## src/hw/zol_pkg.sv

```systemverilog
// shared constants and carrier types for the zero-overhead loop controller
package zol_pkg;
    localparam int PC_W  = 24;
    localparam int CNT_W = 14;

    // register byte offsets on the AXI4-Lite slave
    localparam logic [7:0] OFF_REPEAT_COUNT = 8'h00;
    localparam logic [7:0] OFF_LOOP_START   = 8'h04;
    localparam logic [7:0] OFF_LOOP_END     = 8'h08;
    localparam logic [7:0] OFF_LOOP_COUNT   = 8'h0C;
    localparam logic [7:0] OFF_STATUS       = 8'h10;
    localparam logic [7:0] OFF_CORE_CONFIG  = 8'h14;

    // field positions
    localparam int BIT_SINGLE_REPEAT = 4;
    localparam int BIT_MULTI_LOOP    = 9;
    localparam int NEST_LSB          = 8;
    localparam int ADDR_STORE_MSB    = 22;
    localparam int ADDR_STORE_LSB    = 1;

    localparam logic [2:0] NEST_NONE = 3'h0;
    localparam logic [2:0] NEST_ONE  = 3'h1;
    localparam logic [2:0] NEST_TWO  = 3'h2;
    localparam logic [2:0] NEST_MAX  = 3'h7;

    localparam logic [1:0] RESP_OKAY   = 2'h0;
    localparam logic [1:0] RESP_SLVERR = 2'h2;

    // one instruction cycle as seen by the loop hardware
    typedef struct packed {
        logic            valid;      // an instruction executes this cycle
        logic            twoWord;    // first word of a two-word instruction
        logic            secondWord; // fetched word is a second (operand) word
        logic            xDep;       // X read/write address dependency
        logic            psvRead;    // operand read through program_space_window
        logic            repeatOp;   // single-instruction repeat
        logic            doOp;       // multi-instruction loop
        logic [15:0]     count;      // literal or working register value
        logic [PC_W-1:0] startAddr;  // first loop instruction
        logic [PC_W-1:0] endAddr;    // last loop instruction
        logic            fetchValid; // a prefetch happens this cycle
        logic [PC_W-1:0] fetchPc;    // address being prefetched
    } zol_instr_t;

    typedef struct packed {
        logic excEntry;  // exception entry, status_low_byte stacked now
        logic srlPop;    // interrupt_return pops status_low_byte now
        logic poppedRa;  // single_repeat_active bit of the popped byte
        logic retCycle3; // third cycle of interrupt_return
    } zol_exc_t;

    typedef struct packed {
        logic            pcHold;         // do not advance the program counter
        logic            pcLoad;         // load pcTarget into the program counter
        logic [PC_W-1:0] pcTarget;
        logic            stall;          // insert one idle cycle
        logic            execNop;        // execute current word as no-operation
        logic            operandFetch;   // next fetch carries operand data
        logic            stackedRa;      // value to stack in status_low_byte
        logic            prefetchRepeat; // prefetch the repeated instruction
    } zol_ctl_t;
endpackage : zol_pkg

```

## src/hw/zol_loop_ctrl.sv

```systemverilog
// zero-overhead repeat and multi-instruction loop control with AXI4-Lite registers
//
// Our own choices: register access over AXI4-Lite and the register addresses.
`timescale 1ns/1ps
module zol_loop_ctrl #(
    parameter int CNT_BITS = 14
) (
    input  wire logic               clk,
    input  wire logic               rst_n,
    input  wire zol_pkg::zol_instr_t instr,
    input  wire zol_pkg::zol_exc_t   exc,
    output zol_pkg::zol_ctl_t        ctl,
    output logic                     singleRepeatActive,
    output logic                     multiLoopActive,
    output logic [2:0]               loopNestLevel,
    input  wire logic [7:0]          s_axi_awaddr,
    input  wire logic               s_axi_awvalid,
    output logic                     s_axi_awready,
    input  wire logic [31:0]         s_axi_wdata,
    input  wire logic [3:0]          s_axi_wstrb,
    input  wire logic               s_axi_wvalid,
    output logic                     s_axi_wready,
    output logic [1:0]               s_axi_bresp,
    output logic                     s_axi_bvalid,
    input  wire logic               s_axi_bready,
    input  wire logic [7:0]          s_axi_araddr,
    input  wire logic               s_axi_arvalid,
    output logic                     s_axi_arready,
    output logic [31:0]              s_axi_rdata,
    output logic [1:0]               s_axi_rresp,
    output logic                     s_axi_rvalid,
    input  wire logic               s_axi_rready
);
    import zol_pkg::*;

    if (CNT_BITS != CNT_W) begin : g_badCnt
        $error("CNT_BITS must equal the 14-bit counter width");
    end

    logic [CNT_W-1:0] repeatCounter_q;
    logic             singleRepeat_q;
    logic             psvFirst_q;
    logic             stall_q;
    logic             expectOperand_q;
    logic [21:0]      loopStart_q;
    logic [21:0]      loopEnd_q;
    logic [CNT_W-1:0] loopCount_q;
    logic [21:0]      shadowStart_q;
    logic [21:0]      shadowEnd_q;
    logic [CNT_W-1:0] shadowCount_q;
    logic [2:0]       nestLevel_q;

    logic [7:0]       awAddr_q;
    logic             awHeld_q;
    logic [31:0]      wData_q;
    logic [3:0]       wStrb_q;
    logic             wHeld_q;
    logic             bValid_q;
    logic [1:0]       bResp_q;
    logic             rValid_q;
    logic [31:0]      rData_q;
    logic [1:0]       rResp_q;

    logic             wrFire;
    logic [31:0]      wrMerged;
    logic             stallNow;
    logic             executes;
    logic             targetExec;
    logic             loopMatch;
    logic             loopBranch;
    logic             loopEndNow;
    logic             psvSlow;

    // register readback, shared by reads and byte-lane merging
    function automatic logic [31:0] regRead(input logic [7:0] addr);
        logic [31:0] v;
        v = '0;
        case (addr)
            OFF_REPEAT_COUNT: v[CNT_W-1:0] = repeatCounter_q;
            OFF_LOOP_START:   v[ADDR_STORE_MSB:ADDR_STORE_LSB] = loopStart_q;
            OFF_LOOP_END:     v[ADDR_STORE_MSB:ADDR_STORE_LSB] = loopEnd_q;
            OFF_LOOP_COUNT:   v[CNT_W-1:0] = loopCount_q;
            OFF_STATUS: begin
                v[BIT_SINGLE_REPEAT] = singleRepeat_q;
                v[BIT_MULTI_LOOP]    = |nestLevel_q;
            end
            OFF_CORE_CONFIG:  v[NEST_LSB+2:NEST_LSB] = nestLevel_q;
            default:          v = '0;
        endcase
        return v;
    endfunction : regRead

    function automatic logic mapped(input logic [7:0] addr);
        return addr == OFF_REPEAT_COUNT || addr == OFF_LOOP_START || addr == OFF_LOOP_END
            || addr == OFF_LOOP_COUNT || addr == OFF_STATUS || addr == OFF_CORE_CONFIG;
    endfunction : mapped

    // ---------------- AXI4-Lite slave ----------------
    assign s_axi_awready = !awHeld_q && !bValid_q;
    assign s_axi_wready  = !wHeld_q && !bValid_q;
    assign s_axi_arready = !rValid_q;
    assign s_axi_bvalid  = bValid_q;
    assign s_axi_bresp   = bResp_q;
    assign s_axi_rvalid  = rValid_q;
    assign s_axi_rdata   = rData_q;
    assign s_axi_rresp   = rResp_q;
    assign wrFire        = awHeld_q && wHeld_q && !bValid_q;

    always_comb begin
        wrMerged = regRead(awAddr_q);
        for (int b = 0; b < 4; b++) begin
            if (wStrb_q[b]) begin
                wrMerged[b*8 +: 8] = wData_q[b*8 +: 8];
            end
        end
    end

    always_ff @(posedge clk) begin
        if (!rst_n) begin
            awHeld_q <= 1'b0;
            awAddr_q <= 8'h00;
        end else if (s_axi_awvalid && s_axi_awready) begin
            awHeld_q <= 1'b1;
            awAddr_q <= {s_axi_awaddr[7:2], 2'h0};
        end else if (wrFire) begin
            awHeld_q <= 1'b0;
        end
    end

    always_ff @(posedge clk) begin
        if (!rst_n) begin
            wHeld_q <= 1'b0;
            wData_q <= 32'h0000_0000;
            wStrb_q <= 4'h0;
        end else if (s_axi_wvalid && s_axi_wready) begin
            wHeld_q <= 1'b1;
            wData_q <= s_axi_wdata;
            wStrb_q <= s_axi_wstrb;
        end else if (wrFire) begin
            wHeld_q <= 1'b0;
        end
    end

    always_ff @(posedge clk) begin
        if (!rst_n) begin
            bValid_q <= 1'b0;
            bResp_q  <= RESP_OKAY;
        end else if (wrFire) begin
            bValid_q <= 1'b1;
            bResp_q  <= mapped(awAddr_q) ? RESP_OKAY : RESP_SLVERR;
        end else if (s_axi_bready) begin
            bValid_q <= 1'b0;
        end
    end

    always_ff @(posedge clk) begin
        if (!rst_n) begin
            rValid_q <= 1'b0;
            rData_q  <= 32'h0000_0000;
            rResp_q  <= RESP_OKAY;
        end else if (s_axi_arvalid && s_axi_arready) begin
            rValid_q <= 1'b1;
            rData_q  <= regRead({s_axi_araddr[7:2], 2'h0});
            rResp_q  <= mapped({s_axi_araddr[7:2], 2'h0}) ? RESP_OKAY : RESP_SLVERR;
        end else if (s_axi_rready) begin
            rValid_q <= 1'b0;
        end
    end

    // ---------------- pipeline effects ----------------
    // psv slow path
    assign psvSlow    = psvFirst_q && singleRepeat_q && instr.psvRead;
    assign stallNow   = instr.valid && (instr.xDep || psvSlow) && !stall_q;
    assign executes   = instr.valid && !stallNow;
    assign targetExec = executes && singleRepeat_q;

    always_ff @(posedge clk) begin
        if (!rst_n) begin
            stall_q <= 1'b0;
        end else begin
            stall_q <= stallNow;
        end
    end

    always_ff @(posedge clk) begin
        if (!rst_n) begin
            expectOperand_q <= 1'b0;
        end else if (executes) begin
            expectOperand_q <= instr.twoWord && !instr.secondWord;
        end
    end

    // ---------------- single-instruction repeat ----------------
    always_ff @(posedge clk) begin
        if (!rst_n) begin
            repeatCounter_q <= '0;
        end else if (executes && instr.repeatOp) begin
            repeatCounter_q <= instr.count[CNT_W-1:0];
        end else if (targetExec && repeatCounter_q != '0) begin
            repeatCounter_q <= repeatCounter_q - 1'b1;
        end else if (wrFire && awAddr_q == OFF_REPEAT_COUNT) begin
            repeatCounter_q <= wrMerged[CNT_W-1:0];
        end
    end

    // software writes to status never reach this flag
    always_ff @(posedge clk) begin
        if (!rst_n) begin
            singleRepeat_q <= 1'b0;
        end else if (exc.excEntry) begin
            singleRepeat_q <= 1'b0;
        end else if (exc.srlPop) begin
            singleRepeat_q <= exc.poppedRa;
        end else if (executes && instr.repeatOp) begin
            singleRepeat_q <= instr.count[CNT_W-1:0] != '0;
        end else if (targetExec && repeatCounter_q <= 14'h0001) begin
            singleRepeat_q <= 1'b0;
        end
    end

    always_ff @(posedge clk) begin
        if (!rst_n) begin
            psvFirst_q <= 1'b0;
        end else if (exc.srlPop) begin
            psvFirst_q <= exc.poppedRa;
        end else if (targetExec) begin
            psvFirst_q <= 1'b0;
        end
    end

    // ---------------- multi-instruction loop ----------------
    // compare at end-address prefetch
    assign loopMatch  = multiLoopActive && instr.fetchValid
                     && instr.fetchPc[ADDR_STORE_MSB:ADDR_STORE_LSB] == loopEnd_q;
    assign loopBranch = loopMatch && loopCount_q != '0;
    assign loopEndNow = loopMatch && loopCount_q == '0;

    always_ff @(posedge clk) begin
        if (!rst_n) begin
            loopStart_q   <= '0;
            loopEnd_q     <= '0;
            loopCount_q   <= '0;
            shadowStart_q <= '0;
            shadowEnd_q   <= '0;
            shadowCount_q <= '0;
        end else if (executes && instr.doOp) begin
            if (nestLevel_q != NEST_NONE) begin
                shadowStart_q <= loopStart_q;
                shadowEnd_q   <= loopEnd_q;
                shadowCount_q <= loopCount_q;
            end
            loopStart_q <= instr.startAddr[ADDR_STORE_MSB:ADDR_STORE_LSB];
            loopEnd_q   <= instr.endAddr[ADDR_STORE_MSB:ADDR_STORE_LSB];
            loopCount_q <= instr.count[CNT_W-1:0];
        end else if (loopBranch) begin
            loopCount_q <= loopCount_q - 1'b1;
        end else if (loopEndNow && nestLevel_q == NEST_TWO) begin
            loopStart_q <= shadowStart_q;
            loopEnd_q   <= shadowEnd_q;
            loopCount_q <= shadowCount_q;
        end else if (wrFire) begin
            case (awAddr_q)
                OFF_LOOP_START: loopStart_q <= wrMerged[ADDR_STORE_MSB:ADDR_STORE_LSB];
                OFF_LOOP_END:   loopEnd_q   <= wrMerged[ADDR_STORE_MSB:ADDR_STORE_LSB];
                OFF_LOOP_COUNT: loopCount_q <= wrMerged[CNT_W-1:0];
                default:        loopCount_q <= loopCount_q;
            endcase
        end
    end

    // deeper levels only count; their registers are software's to save
    always_ff @(posedge clk) begin
        if (!rst_n) begin
            nestLevel_q <= NEST_NONE;
        end else if (executes && instr.doOp) begin
            if (nestLevel_q != NEST_MAX) begin
                nestLevel_q <= nestLevel_q + 1'b1;
            end
        end else if (loopEndNow) begin
            nestLevel_q <= nestLevel_q - 1'b1;
        end
    end

    assign multiLoopActive    = |nestLevel_q;
    assign loopNestLevel      = nestLevel_q;
    assign singleRepeatActive = singleRepeat_q;

    // ---------------- control outputs ----------------
    always_comb begin
        ctl                = '0;
        ctl.pcHold         = singleRepeat_q || stallNow;
        ctl.pcLoad         = loopBranch;
        ctl.pcTarget       = {1'b0, loopStart_q, 1'b0};
        ctl.stall          = stallNow;
        ctl.execNop        = instr.valid && instr.secondWord && !expectOperand_q;
        ctl.operandFetch   = executes && instr.twoWord && !instr.secondWord;
        ctl.stackedRa      = singleRepeat_q;
        ctl.prefetchRepeat = exc.retCycle3 && singleRepeat_q;
    end
endmodule : zol_loop_ctrl

```

## config.mk

```make
export PLATFORM = sky130hd
export DESIGN_NAME = zol_loop_ctrl
export DESIGN_NICKNAME = d
export VERILOG_FILES = /design/src/hw/zol_pkg.sv /design/src/hw/zol_loop_ctrl.sv
export SDC_FILE = /design/constraint.sdc
export NUM_CORES = 1
export LEC_CHECK = 0
export BUFFER_PORTS_ARGS = -buffer_cell sky130_fd_sc_hd__buf_4
export CELL_PAD_IN_SITES_DETAIL_PLACEMENT = 0
export CELL_PAD_IN_SITES_GLOBAL_PLACEMENT = 2
export CORE_UTILIZATION = 35
export CTS_BUF_LIST = sky130_fd_sc_hd__clkbuf_4 sky130_fd_sc_hd__clkbuf_8
export DETAILED_ROUTE_END_ITERATION = 8
export MAX_ROUTING_LAYER = met4
export PLACE_DENSITY = 0.84
export SLEW_MARGIN = 10
export SYNTH_ARGS = -nofsm -noshare
export SYNTH_HDL_FRONTEND = slang
export SYNTH_SLANG_ARGS = --single-unit
```

## constraint.sdc

```tcl
create_clock -name clk -period 6.4 [get_ports clk]
set_clock_uncertainty 0.05 [all_clocks]
set_input_delay 1.28 -clock clk [delete_from_list [all_inputs] [get_ports clk]]
set_output_delay 1.28 -clock clk [all_outputs]
set_load 0.01 [all_outputs]
```

==> metrics.txt <==
outcome=complete, no violations; Buf/Inv on CP=2; detail-routed net length per standard cell=24.0 um; CP Data Arrival Time=4.59 ns; Final ANT Viol Nets=0; unique cell type count in the Yosys netlist=82; Slew Limit Fails=0; Leakage=0.00468 uW; Cell Int Power=1830 uW; Most common cell on crit path=buf_4; I/O pin total=between 200 and 250; Setup CP Type=in2reg; clock root buffer=clkbuf_8; R2R cell count=10; Final min period=between 4 and 5 ns; reg2reg setup slack=2.34 ns; GPL Wtd Cong=0.965; Fin. Hold Viols=0; switch share=33.6%; Post-Layout Cell Count=between 1.5k and 2k; core box area=29,900 um2; worst path cell trace=buf_4, xnor2_1, nand4_1, nor4_1, nand3_1, buf_4, a21oi_2, or2_1, a311oi_1; Inserted Clock Buffers=17; Sequential Power Share=49.0%; Least-Margin Pin Slew=1.16 ns; Die Y=177 um; Avg Synthesized Cell Area=8.01 um2; sequential area share after synthesis=a little under two fifths; Critical Path Max Stage Delay=0.92 ns; number of global-route vias before repair=9,829; initial core utilization=35.8%; Die ar.=31,200 um2; Crit Reg-Reg Endpoint=loopEnd_q[1]$_SDFFE_PN0P_; max frequency=232 MHz; Top FF cell, synth=dfxtp_1; Synth async-reset ratio=0%; Nets=1,619; Placed Cells incl. Taps=1,827; Worst EP required=6.67 ns; Hold Path End=shadowCount_q[12]$_SDFFE_PN0P_; RSZ-0062 raised after global routing=no; post-synth top area cell=dfxtp_1; CTS Buffer Depth=2; H-tree depth=4; final count of negative-setup-slack endpoints=0; Post-Route WL=approximately 45,000 um; Max-cap violations=0; clock slew at reported path FFs=0.11 ns; Total GRT Usage=29.2%; synthesized flop and latch total=198; Multi-input gate area=6130 um2; logic gate share of total power=19.5%; fillers=between 3k and 4k; total gr overflow=0; Rows=63; switching pwr=923 uW; Worst VDD drop=about 0.15 mV; synthesis-to-finish area growth=18.5%; DRC Markers=0; Via density=5.92; TritonCTS clock tree=yes; Sequential Area=roughly 4000 um2; largest net degree at the start of global routing=76; Post-synth EDFFs=0; mapped cell area=roughly 11,000 um2; share of layout cells above drive strength 1=21.4%; Die W=177 um; most common library cells after synthesis=279 x nand2_1, 198 x dfxtp_1, 143 x a21oi_1, 91 x nor2_1, 79 x clkbuf_1; CP endpoint kind=flip-flop; cts hold-fix bufs=0; top post-synthesis cells by area=dfxtp_1 37%, nand2_1 9.8%, a21oi_1 6.7%; setup TNS=0 ns; PortBufs=200; r2r startpoint=loopCount_q[0]$_SDFFE_PN0P_; Worst-Skew Late Latency=~0.50 ns; synthesized instance count=1,334; Worst Min Path Start=shadowCount_q[12]$_SDFFE_PN0P_; hold depth=2; post-cts resize count=0; crit share post-route=67.5%; worst hold path class=reg2reg; most frequent cell after synthesis=nand2_1; normalized max-slew margin=about 22%; clk sink count=just under 200; Antenna Cells=0; pwr dens=between 200 and 250 nW/um2; crit-path leading delay family=simple AND/OR/NAND/NOR gates; Post-CTS Setup Bufs=0; CP Launch Type=primary input; DR iter-0 viols=1,045; Yosys top cell area share=between 30 and 40%; first-pass GRT wire length=65,100 um; Worst Path Max Fanout=24; synth warn=0; DPL Wire Length=32,100 um; drt first pass iters=7; initial antenna violation count=0; total number of vias=between 10k and 15k; worst-path cell with the longest stage delay=or2_1; clock network fraction of total power=31.5%
-- area by class of cell --
class | count | share of cell area (%)
tap | 390 | 3.85
clock inverter | 14 | 1.28
timing repair buffer | 216 | 12.8
multi-input combinational | 1007 | 48.4
inverter | 16 | 0.494
sequential | 198 | 31.3
clock buffer | 18 | 1.91
-- routing by layer --
layer / global-route usage (%) / vias up / share of wire (%) / routed length [um]
met2: 41.9 / 502 / 43 / 19300
met3: 5.93 / 57 / 8.5 / 3800
met4: 7.97 / 0 / 2.3 / 1030
met1: 41.1 / 5401 / 46 / 20400
met5: - / - / 0 / 0
li1: - / 5040 / - / -
-- state kept, by name (all words and copies together) (netlist names) --
| register | flops |
|---|---|
| awAddr_q | 6 |
| awHeld_q | 1 |
| expectOperand_q | 1 |
| loopCount_q | 14 |
| loopEnd_q | 22 |
| loopNestLevel | 3 |
| loopStart_q | 22 |
| psvFirst_q | 1 |
| repeatCounter_q | 14 |
| s_axi_bresp | 1 |
| s_axi_bvalid | 1 |
| s_axi_rdata | 23 |
| s_axi_rresp | 1 |
| s_axi_rvalid | 1 |
| shadowCount_q | 14 |
| shadowEnd_q | 22 |
| shadowStart_q | 22 |
| singleRepeatActive | 1 |
| stall_q | 1 |
| wData_q | 23 |
| wHeld_q | 1 |
| wStrb_q | 3 |
-- per-stage QoR --
| step | instance area [um2] | setup WS [ns] | power, uW | hold WS, ns | utilization, % |
|---|---|---|---|---|---|
| global route | 12700 | 1.96 | 2850 | 0.429 | 42.4 |
| detailed placement | 12300 | 1.58 | 1900 | 0.395 | 41.1 |
| CTS | 12700 | 2.07 | 2750 | 0.410 | 42.4 |
| floorplan | 10700 | 2.73 | 1670 | 0.381 | - |
| finish | 12700 | 2.08 | 2750 | 0.411 | 42.4 |
| global placement | 12300 | 1.63 | 1900 | 0.391 | 41.1 |
-- power by group through the flow --
stage	logic [uW]	registers, uW	clock network, uW
6_report	535	1350	866
5_1_grt	574	1350	928
4_1_cts	529	1340	875
3_5_place_dp	527	1370	0
3_3_place_gp	526	1370	0
2_1_floorplan	333	1330	0
-- how the worst max path moves through the flow --
| stage | from | to | slack, ns | cells after the start |
|---|---|---|---|---|
| 3_3_place_gp | instr[18] | loopEnd_q[10]$_SDFFE_PN0P_ | 1.63 | 9 |
| 3_5_place_dp | instr[18] | loopEnd_q[1]$_SDFFE_PN0P_ | 1.58 | 9 |
| 4_1_cts | instr[18] | ctl[29] | 2.07 | 6 |
| 2_1_floorplan | instr[22] | ctl[29] | 2.73 | 6 |
| 6_report | instr[18] | loopEnd_q[1]$_SDFFE_PN0P_ | 2.08 | 9 |
| 5_1_grt | instr[18] | loopEnd_q[1]$_SDFFE_PN0P_ | 1.96 | 9 |
-- placed cells by master, fill, tap and decap left out, types with 10 or more instances in the layout --
master	count
xnor2_1	22
nor3_1	31
o2bb2ai_1	21
a211oi_1	10
a311oi_1	11
o22ai_1	20
mux4_2	24
xor2_1	15
a22oi_1	36
dfxtp_1	198
a31oi_1	21
nor2_1	90
o211ai_1	32
o22ai_2	10
buf_4	216
conb_1	13
nand3_1	19
clkbuf_8	17
inv_1	14
o21ai_0	47
nor4_1	11
a21oi_1	143
nand2_1	278
nand4_1	11
-- worst min-delay path, delay by kind of cell, from the launching register on --
kind / cells / cell delay [ns]
DFF: 1 / 0.32
AOI/OAI and AO/OA: 1 / 0.05
and+or+nand+nor: 1 / 0.05
-- logic make-up after synthesis --
group | Yosys count | share of synthesized area [%]
buf+inv | 141 | 6.09
compound gates | 410 | 25.5
fa+ha+maj | 4 | 0.538
other cells | 1 | 0.0351
xor+xnor | 37 | 3.03
mux | 33 | 5.90
simple gates | 510 | 21.9
flops | 198 | 37.1
(Power assumes the default switching activity.)
